<file path="config.mk">
export PLATFORM = sky130hd
export DESIGN_NAME = hbp_host_port
export DESIGN_NICKNAME = d
export VERILOG_FILES = /design/src/hw/hbp_pkg.sv /design/src/hw/hbp_host_port.sv /design/src/hw/hbp_reg_mem.sv
export SDC_FILE = /design/constraint.sdc
export NUM_CORES = 1
export LEC_CHECK = 0
export ABC_AREA = 1
export BUFFER_PORTS_ARGS = -buffer_cell sky130_fd_sc_hd__buf_4
export CORE_ASPECT_RATIO = 1.25
export CORE_MARGIN = 4
export CORE_UTILIZATION = 45
export CTS_BUF_LIST = sky130_fd_sc_hd__clkbuf_2
export CTS_CLUSTER_SIZE = 14
export DETAILED_ROUTE_END_ITERATION = 7
export PLACE_DENSITY_LB_ADDON = 0.25
export SYNTH_ARGS = -nofsm -noshare
export SYNTH_HDL_FRONTEND = slang
export SYNTH_SLANG_ARGS = --single-unit
</file>
<file path="constraint.sdc">
create_clock -name clk -period 2.75 [get_ports clk]
set_input_delay 0.1375 -clock clk [delete_from_list [all_inputs] [get_ports clk]]
set_output_delay 0.1375 -clock clk [all_outputs]
set_load 0.1 [all_outputs]
</file>
<file path="src/hw/hbp_pkg.sv">
// Purpose: shared constants and types of the dual style host bus port
// Assumes: one system clock, synchronous active-high reset
// Notes:   widths here are defaults; modules take them as parameters
`default_nettype none

package hbp_pkg;

    localparam int unsigned ADDR_W       = 6;
    localparam int unsigned DATA_W       = 8;
    localparam int unsigned SYNC_STAGES  = 2;
    localparam real         CLK_PERIOD_NS = 40.0;
    // cycles the held value may take to reach the internal register
    localparam int unsigned MOVE_CYCLES  = 2;
    // select-high cycles the host owes after a write
    localparam int unsigned WRITE_GAP    = 2;
    localparam int unsigned GAP_CNT_W    = 2;
    localparam logic [7:0]  DATA_RESET   = 8'h00;
    localparam logic        PIN_IDLE     = 1'b1;

    typedef enum logic [1:0]
    {
        HBP_IDLE  = 2'b00,
        HBP_READ  = 2'b01,
        HBP_WRITE = 2'b10,
        HBP_MOVE  = 2'b11
    } hbp_state_t;

endpackage : hbp_pkg

`default_nettype wire

</file>
<file path="src/hw/hbp_host_port.sv">
// Purpose: 8-bit host processor port serving both bus styles
// Assumes: host pins are asynchronous and pass two flip-flops first
// Notes:   one decode covers both styles, so no style pin exists
`default_nettype none

// How it works
// [RL1] both bus styles served, no style pin
// [RL2] combined style: host ties enable low
// [RL3] strobe style: host strobes on enable, direction
// [RL4] drive data when select and enable low; code also needs direction high
// [RL5] combined style: capture at select rising
// [RL6] strobe style: capture at strobe rising
// [RL7] move held value inside two cycles
// [RL8] host leaves two select-high cycles after writes
// [RL9] write while select and direction low
module hbp_host_port
    import hbp_pkg::*;
#(
    parameter int unsigned AW = ADDR_W,
    parameter int unsigned DW = DATA_W
)
(
    input  wire logic          clk,
    input  wire logic          rst,
    input  wire logic          ce,
    input  wire logic          hostCs_n,
    input  wire logic          hostRw_n,
    input  wire logic          hostOe_n,
    input  wire logic [AW-1:0] hostAddr,
    input  wire logic [DW-1:0] hostDataIn,
    output var  logic [DW-1:0] hostDataOut,
    output var  logic          hostDataOe_n,
    output var  logic          regUpdate,
    output var  logic [AW-1:0] regUpdateAddr,
    output var  logic [DW-1:0] regUpdateData,
    output var  logic          spacingFault
);

    // synchroniser stages; stage one feeds stage two only
    logic          csMeta;
    logic          rwMeta;
    logic          oeMeta;
    logic [AW-1:0] addrMeta;
    logic [DW-1:0] dataMeta;
    logic          csSync;
    logic          rwSync;
    logic          oeSync;
    logic [AW-1:0] addrSync;
    logic [DW-1:0] dataSync;

    logic          writeReq;
    logic          readReq;
    hbp_state_t    state;
    hbp_state_t    next_state;
    logic [DW-1:0] holdData;
    logic [AW-1:0] holdAddr;
    logic [DW-1:0] memRdData;
    logic          memWrEn;
    logic          gapOpen;
    logic [GAP_CNT_W-1:0] gapCount;

    always_ff @(posedge clk)
    begin
        if (rst)
        begin
            csMeta   <= PIN_IDLE;
            rwMeta   <= PIN_IDLE;
            oeMeta   <= PIN_IDLE;
            addrMeta <= '0;
            dataMeta <= '0;
            csSync   <= PIN_IDLE;
            rwSync   <= PIN_IDLE;
            oeSync   <= PIN_IDLE;
            addrSync <= '0;
            dataSync <= '0;
        end
        else if (ce)
        begin
            csMeta   <= hostCs_n;
            rwMeta   <= hostRw_n;
            oeMeta   <= hostOe_n;
            addrMeta <= hostAddr;
            dataMeta <= hostDataIn;
            csSync   <= csMeta;
            rwSync   <= rwMeta;
            oeSync   <= oeMeta;
            addrSync <= addrMeta;
            dataSync <= dataMeta;
        end
    end

    // a write strobe is low direction under low select in either style,
    // so the end of that condition is the rising select or strobe edge
    assign writeReq = !csSync && !rwSync;                       // [RL9] [RL1]
    // combined style holds enable low, so select low with direction high opens a read
    assign readReq  = !csSync && rwSync && !oeSync;       // [RL4] [RL2] [RL3]

    always_comb
    begin
        next_state = state;
        case (state)
            HBP_IDLE:
            begin
                if (writeReq)
                begin
                    next_state = HBP_WRITE;
                end
                else if (readReq)
                begin
                    next_state = HBP_READ;
                end
            end
            HBP_READ:
            begin
                if (!readReq)
                begin
                    next_state = HBP_IDLE;
                end
            end
            HBP_WRITE:
            begin
                if (!writeReq)
                begin
                    next_state = HBP_MOVE;                     // [RL5] [RL6]
                end
            end
            HBP_MOVE:
            begin
                next_state = HBP_IDLE;
            end
            default:
            begin
                next_state = HBP_IDLE;
            end
        endcase
    end

    always_ff @(posedge clk)
    begin
        if (rst)
        begin
            state <= HBP_IDLE;
        end
        else if (ce)
        begin
            state <= next_state;
        end
    end

    // holding register follows the bus while the strobe is low; the
    // value seen in the last low cycle is what the rising edge keeps
    always_ff @(posedge clk)
    begin
        if (rst)
        begin
            holdData <= DATA_RESET[DW-1:0];
            holdAddr <= '0;
        end
        else if (ce && writeReq)
        begin
            holdData <= dataSync;                              // [RL5] [RL6]
            holdAddr <= addrSync;
        end
    end

    // move happens in the cycle after the edge is seen
    assign memWrEn = (state == HBP_MOVE);                             // [RL7]

    hbp_reg_mem #(
        .AW (AW),
        .DW (DW)
    ) u_mem (
        .clk    (clk),
        .rst    (rst),
        .ce     (ce),
        .wrEn   (memWrEn),
        .wrAddr (holdAddr),
        .wrData (holdData),
        .rdAddr (addrSync),
        .rdData (memRdData)
    );

    always_ff @(posedge clk)
    begin
        if (rst)
        begin
            regUpdate     <= 1'b0;
            regUpdateAddr <= '0;
            regUpdateData <= DATA_RESET[DW-1:0];
        end
        else if (ce)
        begin
            regUpdate <= memWrEn;                                     // [RL7]
            if (memWrEn)
            begin
                regUpdateAddr <= holdAddr;
                regUpdateData <= holdData;
            end
        end
    end

    // bus released as soon as the read condition drops
    always_ff @(posedge clk)
    begin
        if (rst)
        begin
            hostDataOut  <= DATA_RESET[DW-1:0];
            hostDataOe_n <= 1'b1;
        end
        else if (ce)
        begin
            hostDataOe_n <= !(state == HBP_READ && readReq);          // [RL4]
            hostDataOut  <= memRdData;
        end
    end

    // watch the select-high gap owed after a write; a short gap is
    // flagged, not blocked, since the access already started
    always_ff @(posedge clk)
    begin
        if (rst)
        begin
            gapOpen      <= 1'b0;
            gapCount     <= '0;
            spacingFault <= 1'b0;
        end
        else if (ce)
        begin
            spacingFault <= 1'b0;
            if (memWrEn)
            begin
                gapOpen  <= 1'b1;
                gapCount <= csSync ? GAP_CNT_W'(1) : '0;
            end
            else if (gapOpen)
            begin
                if (!csSync)
                begin
                    gapOpen      <= 1'b0;
                    spacingFault <= (gapCount < GAP_CNT_W'(WRITE_GAP)); // [RL8]
                end
                else if (gapCount >= GAP_CNT_W'(WRITE_GAP))
                begin
                    gapOpen <= 1'b0;
                end
                else
                begin
                    gapCount <= gapCount + GAP_CNT_W'(1);
                end
            end
        end
    end

endmodule : hbp_host_port

`default_nettype wire

</file>
<file path="src/hw/hbp_reg_mem.sv">
// Purpose: internal register file reached through the host port
// Assumes: one write port, one read port, read data registered
// Notes:   contents clear to zero under reset
`default_nettype none

module hbp_reg_mem
    import hbp_pkg::*;
#(
    parameter int unsigned AW = ADDR_W,
    parameter int unsigned DW = DATA_W
)
(
    input  wire logic          clk,
    input  wire logic          rst,
    input  wire logic          ce,
    input  wire logic          wrEn,
    input  wire logic [AW-1:0] wrAddr,
    input  wire logic [DW-1:0] wrData,
    input  wire logic [AW-1:0] rdAddr,
    output var  logic [DW-1:0] rdData
);

    logic [DW-1:0] store [0:(1<<AW)-1];

    always_ff @(posedge clk)
    begin
        if (rst)
        begin
            for (int i = 0; i < (1 << AW); i++)
            begin
                store[i] <= '0;
            end
        end
        else if (ce && wrEn)
        begin
            store[wrAddr] <= wrData;
        end
    end

    always_ff @(posedge clk)
    begin
        if (rst)
        begin
            rdData <= '0;
        end
        else if (ce)
        begin
            rdData <= store[rdAddr];
        end
    end

endmodule : hbp_reg_mem

`default_nettype wire

</file>
Yosys cells after proc, flatten, opt, wreduce, memory -nomap -nowiden
Memories as Yosys holds them, arrays and structs flattened. A register that Yosys moved wholly into a read port is not among the register bits.
Cells that the tools add are included.
W data, S select, Z words.

storage, ports and cells
  flip-flop bits (word level) = 78
  RAM bits = 512
  input port bits = 20
  output and inout port bits = 25
  logic and storage cells = 74
  memories = 1

memories
  name         words  bits a word  read ports  clocked after memory_dff  wr ports  line               source
  u_mem.store  64     8            1           1                         64        hbp_reg_mem.sv:23  logic [DW-1:0] store [0:(1<<AW)-1];

cells by class
  add/subtract/negate cells = 1
  magnitude comparators = 2
  equality and inequality tests = 7
  muxes and demuxes = 25
  reductions and logical operators = 17

operator list
  operator               number
  $mux W2                8
  $mux W1                14
  $mux W8                1
  $pmux W2 S4            1
  $reduce_and A4 Y1      2
  $reduce_or A8 Y1       1
  $logic_and A1 B1 Y1    6
  $mux W6                1
  $eq A2 B2 Y1 const B   2
  $logic_not A1 Y1       4
  $ne A2 B2 Y1 const B   2
  $reduce_bool A2 Y1     2
  $ne A3 B3 Y1 const B   1
  $add A2 B1 Y2 const B  1
  $eq A2 B1 Y1 const B   1
  $ge A2 B2 Y1 const B   1
  $logic_not A2 Y1       1
  $lt A2 B2 Y1 const B   1
  $ne A2 B1 Y1 const B   1
  $reduce_and A2 Y1      1

Logic depth before layout (Yosys ltp)
Gate-level depths: netlist of run 1.

  depth after elaboration = 7
  depth in mapped cells = 14
  depth with buffers taken out = 11

Modules after synthesis
Synthesis of run 1 repeated with hierarchy kept, for this count alone.

second synthesis, totals
  cells, all modules = 2826
  area total of the unflattened synthesis = 26544.2 um^2

modules (own cells, without submodules)
  module         times used  cells an instance  area an instance (um^2)  sequential area each (um^2)
  hbp_reg_mem    1           2456               23736.5                  15534.9
  hbp_host_port  1           370                2807.7                   1561.5

Least setup slack after synthesis of run 1
Ideal clock, no wire load.

  path type = register to register
  from = reg state[0]
  to = mem u_mem.store[54][0] (netlist name), enable pin
  library setup time = 0.329 ns
  arrival time = 1.748 ns
  data required time = 2.421 ns
  setup slack = 0.673 ns
  cell stages (with the launch flop) = 9
  path buffers = 0
  clock period less this slack = 2.077 ns
  cell sequence = dfxtp_1 nand2_2 nor2_1 inv_2 nor2_4 nand2_1 nor2_2 nand2_2 nand2_1

RTL lines
  item                      line                  source
  start: declaration        hbp_host_port.sv:53   hbp_state_t state;
  start signal: assignment  hbp_host_port.sv:146  state <= next_state;
  end: declaration          hbp_reg_mem.sv:23

==> flow_summary.yaml, run 1 <==
setup_path:
  critPathKind: "flip-flop to flip-flop"
  critPathCaptureType: "flip-flop"
  path_max_fanout: 16
  startpoint_type: "flip-flop"
  crit_arrival_ns: 3.40
  worstPathRequired_ns: 3.55
routing:
  final_antenna_net_count: 0
  vias: 20660
  top_layer: "met4"
  vias_per_cell: 5.494
  avgRoutedWirePerCell_um: 19.79
  dr_wl_met3_mm: 5.553
  drt_pass1_iterations: 6
  routed_wl_mm: 74.44
  drtIter0Drc: 1971
  met1_length_mm: 28.52
  route.detailed.drc: 0
  wl_met2_mm: 37.29
logic_synthesis:
  yosysWarnings: 0
  yosysSeqAreaShare: 0.6483
  yosys.area.top_type: "edfxtp_1"
  yosys-top-cells-area: "edfxtp_1, nand2_1, nand3_1"
  synth_top_area_share: 0.5830
  syn_avg_cell_area_um2: 9.462
  ys_seq_elements: 598
  synthArstFlopShare: 0
  synth_nets: 2808
  netlist_instances: 2787
  synth_ff_type: "edfxtp_1"
  synth_edf_count: 512
  syn_area_mm2: 0.02637
  ys_types: 23
place:
  dp_hpwl_mm: 45.95
  place_inst: 3442
  gp_congestion: 0.9166
  io_buffers: 44
cts:
  clk_pin_slew_ns: 0.10
  htreeDepth: 4
  cts_buffers: 140
  cts_tree: "done"
  clock_latency_ns: 1.14
  cts.sinks: 598
  postCtsSetupBuffers: 0
  cts_buffer_depth: 3
  clockRootBuffer: "clkbuf_2"
global_route:
  antenna_found_initial: 1
  grt_pass1_wl_mm: 113.5
  grt_overflow_total: 0
  grt_pass1_vias: 20330
  grtUsageTotal: 0.2345
  grt_max_degree: 129
finish:
  postLayoutCoreUtil: 0.5150
  nNetsFinal: 2929
  final_cell_count_no_fill: 3761
  drive_above_1_share: 0.1455
  area_growth_syn_to_layout_pct: 12.54
timing:
  fmax_ghz: 0.3846
  whs_ns: 0.2347
  period_minus_slack_ns: 2.600
  fin_setup_tns_ns: 0
  hold_viol_final: 0
  slew_viol_final: 0
  finClkSkew_ns: 0.05605
  post-route-period-util: 0.9455
  setup_viol_count_final: 0
  max_slew_margin: 0.4927
  tightest_slew_ns: 0.7610
  rsz0062_at_grt: "no"
floorplanning:
  core.rowCount: 98
  start_util: 0.4576
  die_area_mm2: 0.06257
  die_h_um: 278.7
  die_w_um: 224.5
  coreArea_mm2: 0.05763
  io-pin-count: 45
flow_run:
  max_cap_violations: 0
status:
  status: "completed"
hold_path:
  hp-class: "input pin to flip-flop"
pwr:
  power_uw: 17600
  p_per_area_mw_per_mm2: 593.1
  leakage_uw: 0.01104
  ir_drop_mv: 0.3372
==> timing repair <==
action / CTS / global route
hold buffers: 74 / 0
setup endpoints to repair: 0 / 113
gates resized for setup: 0 / 17
endpoints found under the hold margin: 321 / 0
==> through the flow <==
step                worst slack (ns)  instance area [µm²]
finish                        0.1499                29680
global route                0.003322                29680
CTS                           0.1146                29630
detailed placement            0.1673                27610
global placement              0.2471                27610
floorplan                     0.6726                26370
==> Yosys cell counts (2+ instances only) <==
master,number
buf_2,12
nor2_2,4
nand3_1,493
nor3_4,4
o21ai_0,67
buf_1,16
nand2_2,66
a21oi_1,28
dfxtp_1,86
edfxtp_1,512
clkinv_1,7
inv_2,2
nor2_1,596
inv_1,33
nor3_2,8
clkbuf_1,174
nand2_1,673
==> flip-flops by register name, summed over array words and instances, names as in the netlist, 2 cells and up <==
register / count
u_mem.store: 512
dataMeta: 8
dataSync: 8
holdData: 8
hostDataOut: 8
regUpdateData: 8
u_mem.rdData: 8
addrMeta: 6
addrSync: 6
holdAddr: 6
regUpdateAddr: 6
gapCount: 2
state: 2
==> per-layer routing <==
layer / GRT usage / vias to the layer above
met5: 0 / -
met4: 0.1058 / 0
met3: 0.03954 / 196
met2: 0.4035 / 969
met1: 0.2909 / 9835
li1: - / 9662
==> cell type report <==
class                   instances  area (µm²)
diodes                          1       2.502
clock buffers                 192       960.9
clock inverters                52       322.8
fillers                      5281       27950
inverters                      42       167.7
multi-input cells            1945        8387
flip-flops and latches        598       17110
well taps                     750       938.4
repair buffers                181        1794
==> where the power goes <==
group,leakage [µW],internal (µW),total [µW],switching (µW)
sequential,0.00599,10100,10200,129
combinational,0.00408,474,1620,1150
clock,0.000962,2280,5740,3460
total,0.0110,12900,17600,4740
==> kinds of logic (layout without fill, tap and decap cells) <==
group	Yosys count	count (layout)	synth area share
simple gates	1847	1847	0.2972
flops	598	598	0.6483
buf+inv	244	467	0.03530
compound gates	97	97	0.01869
fa+ha+maj	1	1	0.0004744
other cells	0	1	0
==> placed cells by master (no fill, tap or decap), drive strengths merged <==
master / instances
nand3b: 1
a31oi: 1
nor4: 1
a2111o: 1
dlygate4sd3: 74
diode: 1
bufinv: 4
o21ai: 67
nand2: 739
nor3: 12
buf: 107
ha: 1
a21oi: 28
clkinvlp: 3
nor2: 601
edfxtp: 512
inv: 43
nand3: 493
clkbuf: 192
dfxtp: 86
clkinv: 44
==> critical path, cell delays in order, from the launching register on <==
cell	delay, ns
dfxtp_1	0.43
nand2_2	0.13
nor2_1	0.22
inv_2	0.19
nor2_4	0.16
nand2_1	0.21
nor3_4	0.16
buf_4	0.33
nand2_2	0.18
nand2_1	0.29
==> path summary, 6_finish.rpt <==
kind                               start                  to  slack, ns  depth (start not counted)
worst min-delay path                  ce              rwSync       0.23                          4
worst max-delay path            state[0]  u_mem.store[48][0]       0.15                          9
worst min register to register    oeSync              oeSync       0.47                          2
worst max register to register  state[0]  u_mem.store[48][0]       0.15                          9
Power figures use the tool's default switching activity.
==> run 2: changes to the inputs <==
SETUP_SLACK_MARGIN = 0.5   (was not set)
==> run 2 against run 1 <==
Clock power about the same. Count of clock-buffer cells in the layout is the same. Die area is the same. Clock skew is 0.00069 ns lower. Register-to-register slack improved by 0.47 ns. Worst setup slack improved by 0.32 ns. Critical endpoint is now dataMeta[3].
==> flow_summary.yaml, run 2 (synthesis gave the netlist of run 1 again) <==
status:
  status: "completed"
cts:
  cts_buffer_depth: 3
  cts_buffers: 140
  cts_tree: "done"
  clockRootBuffer: "clkbuf_2"
  cts.sinks: 598
  postCtsSetupBuffers: 0
  clock_latency_ns: 1.13
  clk_pin_slew_ns: 0.11
  htreeDepth: 4
hold_path:
  hp-class: "input pin to flip-flop"
  hold-path-endpoint: "csSync"
  hold_path_depth: 4
  hold_start: "ce"
place:
  gp_congestion: 0.9166
  place_inst: 3442
  dp_hpwl_mm: 45.95
  io_buffers: 44
floorplanning:
  coreArea_mm2: 0.05763
  core.rowCount: 98
  die_w_um: 224.5
  io-pin-count: 45
  die_h_um: 278.7
  die_area_mm2: 0.06257
  start_util: 0.4576
routing:
  route.detailed.drc: 0
  final_antenna_net_count: 0
  drtIter0Drc: 2000
  routed_wl_mm: 74.40
  avgRoutedWirePerCell_um: 19.78
  vias_per_cell: 5.497
  vias: 20680
  drt_pass1_iterations: 6
timing:
  fmax_ghz: 0.4393
  rsz0062_at_grt: "yes"
  max_slew_margin: 0.4881
  setup_viol_count_final: 0
  period_minus_slack_ns: 2.276
  finClkSkew_ns: 0.05536
  fin_setup_tns_ns: 0
  slew_viol_final: 0
  hold_viol_final: 0
  tightest_slew_ns: 0.7679
  post-route-period-util: 0.8277
setup_path:
  path_max_fanout: 64
  r2r_slack_ns: 0.62
  startpoint_type: "input pin"
  r2r_end: "u_mem.rdData[2]"
  reg2reg_depth: 10
  critPathCaptureType: "flip-flop"
  worstPathRequired_ns: 3.81
  crit_arrival_ns: 3.34
  critPathKind: "input pin to flip-flop"
  timing.rr.start: "addrSync[1]"
pwr:
  leakage_uw: 0.01107
  p_per_area_mw_per_mm2: 587.5
  clock_power_share: 0.325
  power_frac_comb: 0.094
  power_uw: 17620
  power.internal_uw: 12870
  netSwitchingFraction: 0.2694
  p_sw_uw: 4747
  ir_drop_mv: 0.3361
  p_seq_frac: 0.581
global_route:
  grt_max_degree: 129
  antenna_found_initial: 1
  grtUsageTotal: 0.2347
  grt_pass1_wl_mm: 113.7
  grt_pass1_vias: 20340
  grt_overflow_total: 0
finish:
  nNetsFinal: 2929
  drive_above_1_share: 0.1611
  layout_common_cells: "nand2_1, nor2_1, edfxtp_1, nand3_1, clkbuf_2"
  area_growth_syn_to_layout_pct: 13.74
  top_register: "u_mem.store"
  final_common_cell: "nand2_1"
  final_cell_count_no_fill: 3761
  largest_register_ff_count: 512
flow_run:
  max_cap_violations: 0
[run 2: cell counts in the layout (fill, tap and decap cells not counted)]
Identical to the previous run, type by type.
[run 2: power groups by stage]
stage          logic (µW)  registers [µW]  clock network (µW)
4_1_cts              1620           10200                5840
3_3_place_gp         1480           10400                   0
5_1_grt              1790           10300                6360
6_report             1650           10200                5730
2_1_floorplan         944           10400                   0
3_5_place_dp         1510           10400                   0
[run 2: final cells by class]
cell class                      count  area [µm²]
Antenna cell                        1       2.502
Inverter                           42       172.7
Sequential cell                   598       17110
Timing Repair Buffer              181        1853
Multi-Input combinational cell   1945        8637
Clock buffer                      192       960.9
Clock inverter                     52       322.8
Fill cell                        5267       27640
Tap cell                          750       938.4
[run 2: timing repair]
action,4_1_cts,5_1_grt
resized for setup,76,31
endpoints found under the setup margin,544,508
hold buffers,74,0
endpoints found under the hold margin,442,0
[run 2: metal layers]
layer	vias to the layer above	wire, µm	share of wire	global-route usage
li1	9685	-	-	-
met4	0	2932	0.039	0.1075
met1	9869	28630	0.38	0.2920
met5	-	0	0	0
met3	183	5475	0.074	0.03849
met2	938	37360	0.50	0.4027
[run 2: through the flow]
step                      area [µm²]  hold WS, ns    util  worst slack, ns
after floorplan                26370       0.2638       -           0.6726
after global placement         27610       0.3515  0.4791           0.2471
after detailed placement       27610       0.3563  0.4791           0.1673
after CTS                      29840      0.05121  0.5179           0.5004
after global routing           29990       0.1295  0.5205           0.4870
final                          29990       0.2276  0.5205           0.4738
[run 2: worst max-delay path: stages]
cell and delay (ns):
dlygate4sd3_1 0.53, dlygate4sd3_1 0.58, buf_4 0.19, inv_6 0.42
buf_12 0.35, buf_4 0.25, o21ai_0 0.13, nor2_1 0.12
dlygate4sd3_1 0.58
[run 2: how the worst max path moves through the flow]
stage           startpoint            endpoint  depth (start not counted)
5_1_grt        addrSync[0]     u_mem.rdData[6]                         11
3_3_place_gp      state[0]  u_mem.store[58][1]                          9
2_1_floorplan     state[0]  u_mem.store[54][0]                          8
4_1_cts           state[0]  u_mem.store[31][6]                          9
3_5_place_dp      state[0]  u_mem.store[42][2]                          9
6_report               rst         dataMeta[3]                          9
==> run 3: changes to the inputs <==
clock period = 1.95 ns   (was 2.75 ns; I/O delays follow)
==> run 3 against run 2 <==
The run now ends with hold timing, setup timing left. Worst hold slack worse by 0.23 ns. Core utilization rose by 8.2 points. Count of clock-buffer cells in the layout rose by 8. Total power rose by 45%. Cell count grew 3.8%. Final area increased by 16%.
==> flow_summary.yaml, run 3 (synthesis gave the netlist of run 1 again) <==
status:
  status: "finished with violations"
  violations: "hold timing, setup timing"
setup_path:
  timing.rr.start: "state[0]"
  worstPathRequired_ns: 2.80
  r2r_end: "u_mem.store[50][4]"
  path_max_fanout: 8
  cpMostUsedCell: "nand2_8"
  crit_family: "simple AND/OR/NAND/NOR gates"
  crit_buf_inv: 3
  crit_chain: "nand2_4 -> nor2_4 -> inv_2 -> nor2_4 -> buf_6 -> nand2_8 -> nor3_4 -> buf_12 -> nand2_8 -> nand2_8"
  critical_path_depth: 10
  crit_slowest_cell: "dfxtp_2"
  crit_arrival_ns: 2.81
  startpoint_type: "flip-flop"
  reg2reg_depth: 10
  critPathKind: "flip-flop to flip-flop"
  critPathCaptureType: "flip-flop"
  max_stage_delay_ns: 0.36
  r2r_slack_ns: -0.005
timing:
  period_minus_slack_ns: 1.955
  finClkSkew_ns: 0.07891
  whs_ns: -0.002678
  tightest_slew_ns: 0.7301
  slew_viol_final: 0
  rsz0062_at_grt: "yes"
  hold_viol_final: 1
  layout_setup_ws_ns: -0.005051
  setup_viol_count_final: 3
  post-route-period-util: 1.003
  fmax_ghz: 0.5115
  max_slew_margin: 0.5133
routing:
  vias_per_cell: 5.638
  final_antenna_net_count: 0
  drtIter0Drc: 2317
  route.detailed.drc: 0
  drt_pass1_iterations: 7
  vias: 22020
  routed_wl_mm: 82.80
  avgRoutedWirePerCell_um: 21.20
finish:
  finalInstanceArea_mm2: 0.03470
  final_common_cell: "nand2_1"
  multi_input_area_mm2: 0.01091
  regArea_mm2: 0.01714
  final_cell_count_no_fill: 3905
  drive_above_1_share: 0.2749
  nNetsFinal: 3074
  largest_register_ff_count: 512
  layout_common_cells: "nand2_1, edfxtp_1, nor2_1, nand3_1, clkbuf_2"
  top_register: "u_mem.store"
  fill_cells: 4632
  area_growth_syn_to_layout_pct: 31.57
pwr:
  ir_drop_mv: 0.5381
  netSwitchingFraction: 0.2739
  p_per_area_mw_per_mm2: 735.7
  p_seq_frac: 0.566
  clock_power_share: 0.321
  p_sw_uw: 6993
  leakage_uw: 0.01272
  power_frac_comb: 0.113
  power.internal_uw: 18530
place:
  gp_congestion: 0.9035
  io_buffers: 44
  place_inst: 3532
  dp_slack_ns: 0.01090
  place_area_mm2: 0.02881
  dp_hpwl_mm: 47.18
hold_path:
  hold_path_depth: 7
  hold-path-endpoint: "gapCount[1]"
  hold_start: "ce"
  hp-class: "input pin to flip-flop"
floorplanning:
  die_area_mm2: 0.06257
  coreArea_mm2: 0.05763
  core.rowCount: 98
  die_w_um: 224.5
  die_h_um: 278.7
  io-pin-count: 45
  start_util: 0.4576
global_route:
  grt_overflow_total: 0
  use_met3: 0.03838
  gr-usage-met1: 0.2985
  grt_pass1_vias: 21370
  grt_max_degree: 74
  grt_pass1_wl_mm: 118.4
  grtUsageTotal: 0.2441
  antenna_found_initial: 1
  grt.busiest_layer: "met2"
  met2_usage: 0.4290
cts:
  clock_latency_ns: 1.18
  cts_buffers: 141
  clockRootBuffer: "clkbuf_2"
  clk_pin_slew_ns: 0.10
  cts.sinks: 598
  cts_tree: "done"
  htreeDepth: 4
  cts_buffer_depth: 3
flow_run:
  max_cap_violations: 0
==> run 3: cell count changes in the layout (fill, tap and decap cells not counted), moves of 26 or more <==
cell,before,now
nor2_1,595,451
nor2_4,4,114
nand2_2,104,29
nand2_8,0,74
buf_12,21,88
nand3_1,493,443
nand3_2,0,49
buf_4,79,114
nor2_2,2,36
dfxtp_1,82,56
dfxtp_2,2,28
==> run 3: through the flow <==
stage          total power, µW    util  hold WS, ns  TNS [ns]
3_5_place_dp             16970  0.4998       0.3223         0
3_3_place_gp             16930  0.4998       0.3143         0
5_1_grt                  26620  0.6020      0.03166    -24.22
6_report                 25530  0.6020    -0.002678  -0.01408
2_1_floorplan            16090       -       0.2238    -2.909
4_1_cts                  25280  0.5631      -0.1326         0
==> run 3: worst register-to-register path: stages, from the launching register on <==
cell	delay [ns]
dfxtp_2	0.36
nand2_4	0.07
nor2_4	0.11
inv_2	0.06
nor2_4	0.12
buf_6	0.14
nand2_8	0.07
nor3_4	0.20
buf_12	0.27
nand2_8	0.13
nand2_8	0.10
==> run 3: final cells by class <==
type                       instances  area share
antenna                            1  0.00007212
clock inverter                    44    0.008114
timing repair inverter             1   0.0005770
multi-input combinational       1946      0.3143
tap                              750     0.02705
timing repair buffer             323      0.1217
clock buffer                     200     0.02885
sequential                       598      0.4940
inverter                          42    0.005301
==> run 3: worst max-delay path by stage <==
stage / startpoint / end
after floorplan: state[0] / u_mem.store[21][0]
after global placement: state[1] / u_mem.store[5][6]
after detailed placement: state[1] / u_mem.store[5][3]
after CTS: hostDataOut[7] / hostDataOut[7]
after global routing: state[1] / u_mem.store[0][1]
final: state[0] / u_mem.store[50][4]
==> run 3: what timing repair did <==
action / in CTS / in global routing
cloned: 0 / 24
pin swaps: 19 / 41
resized for setup: 305 / 401
setup endpoints to repair: 1057 / 1083
hold endpoints to repair: 1105 / 0
hold buffers: 66 / 0
setup buffers: 22 / 16
==> run 3: power groups by stage <==
stage                     registers, µW  clock network [µW]  logic (µW)
after floorplan                   14700                   0        1360
after global placement            14700                   0        2210
after detailed placement          14700                   0        2240
after CTS                         14400                8360        2480
after global routing              14500                9060        3070
final                             14500                8180        2890
==> run 3: layer usage <==
metal,vias up,share of wire
met2,1199,0.51
met5,-,0
met3,231,0.087
li1,10010,-
met4,0,0.040
met1,10570,0.36
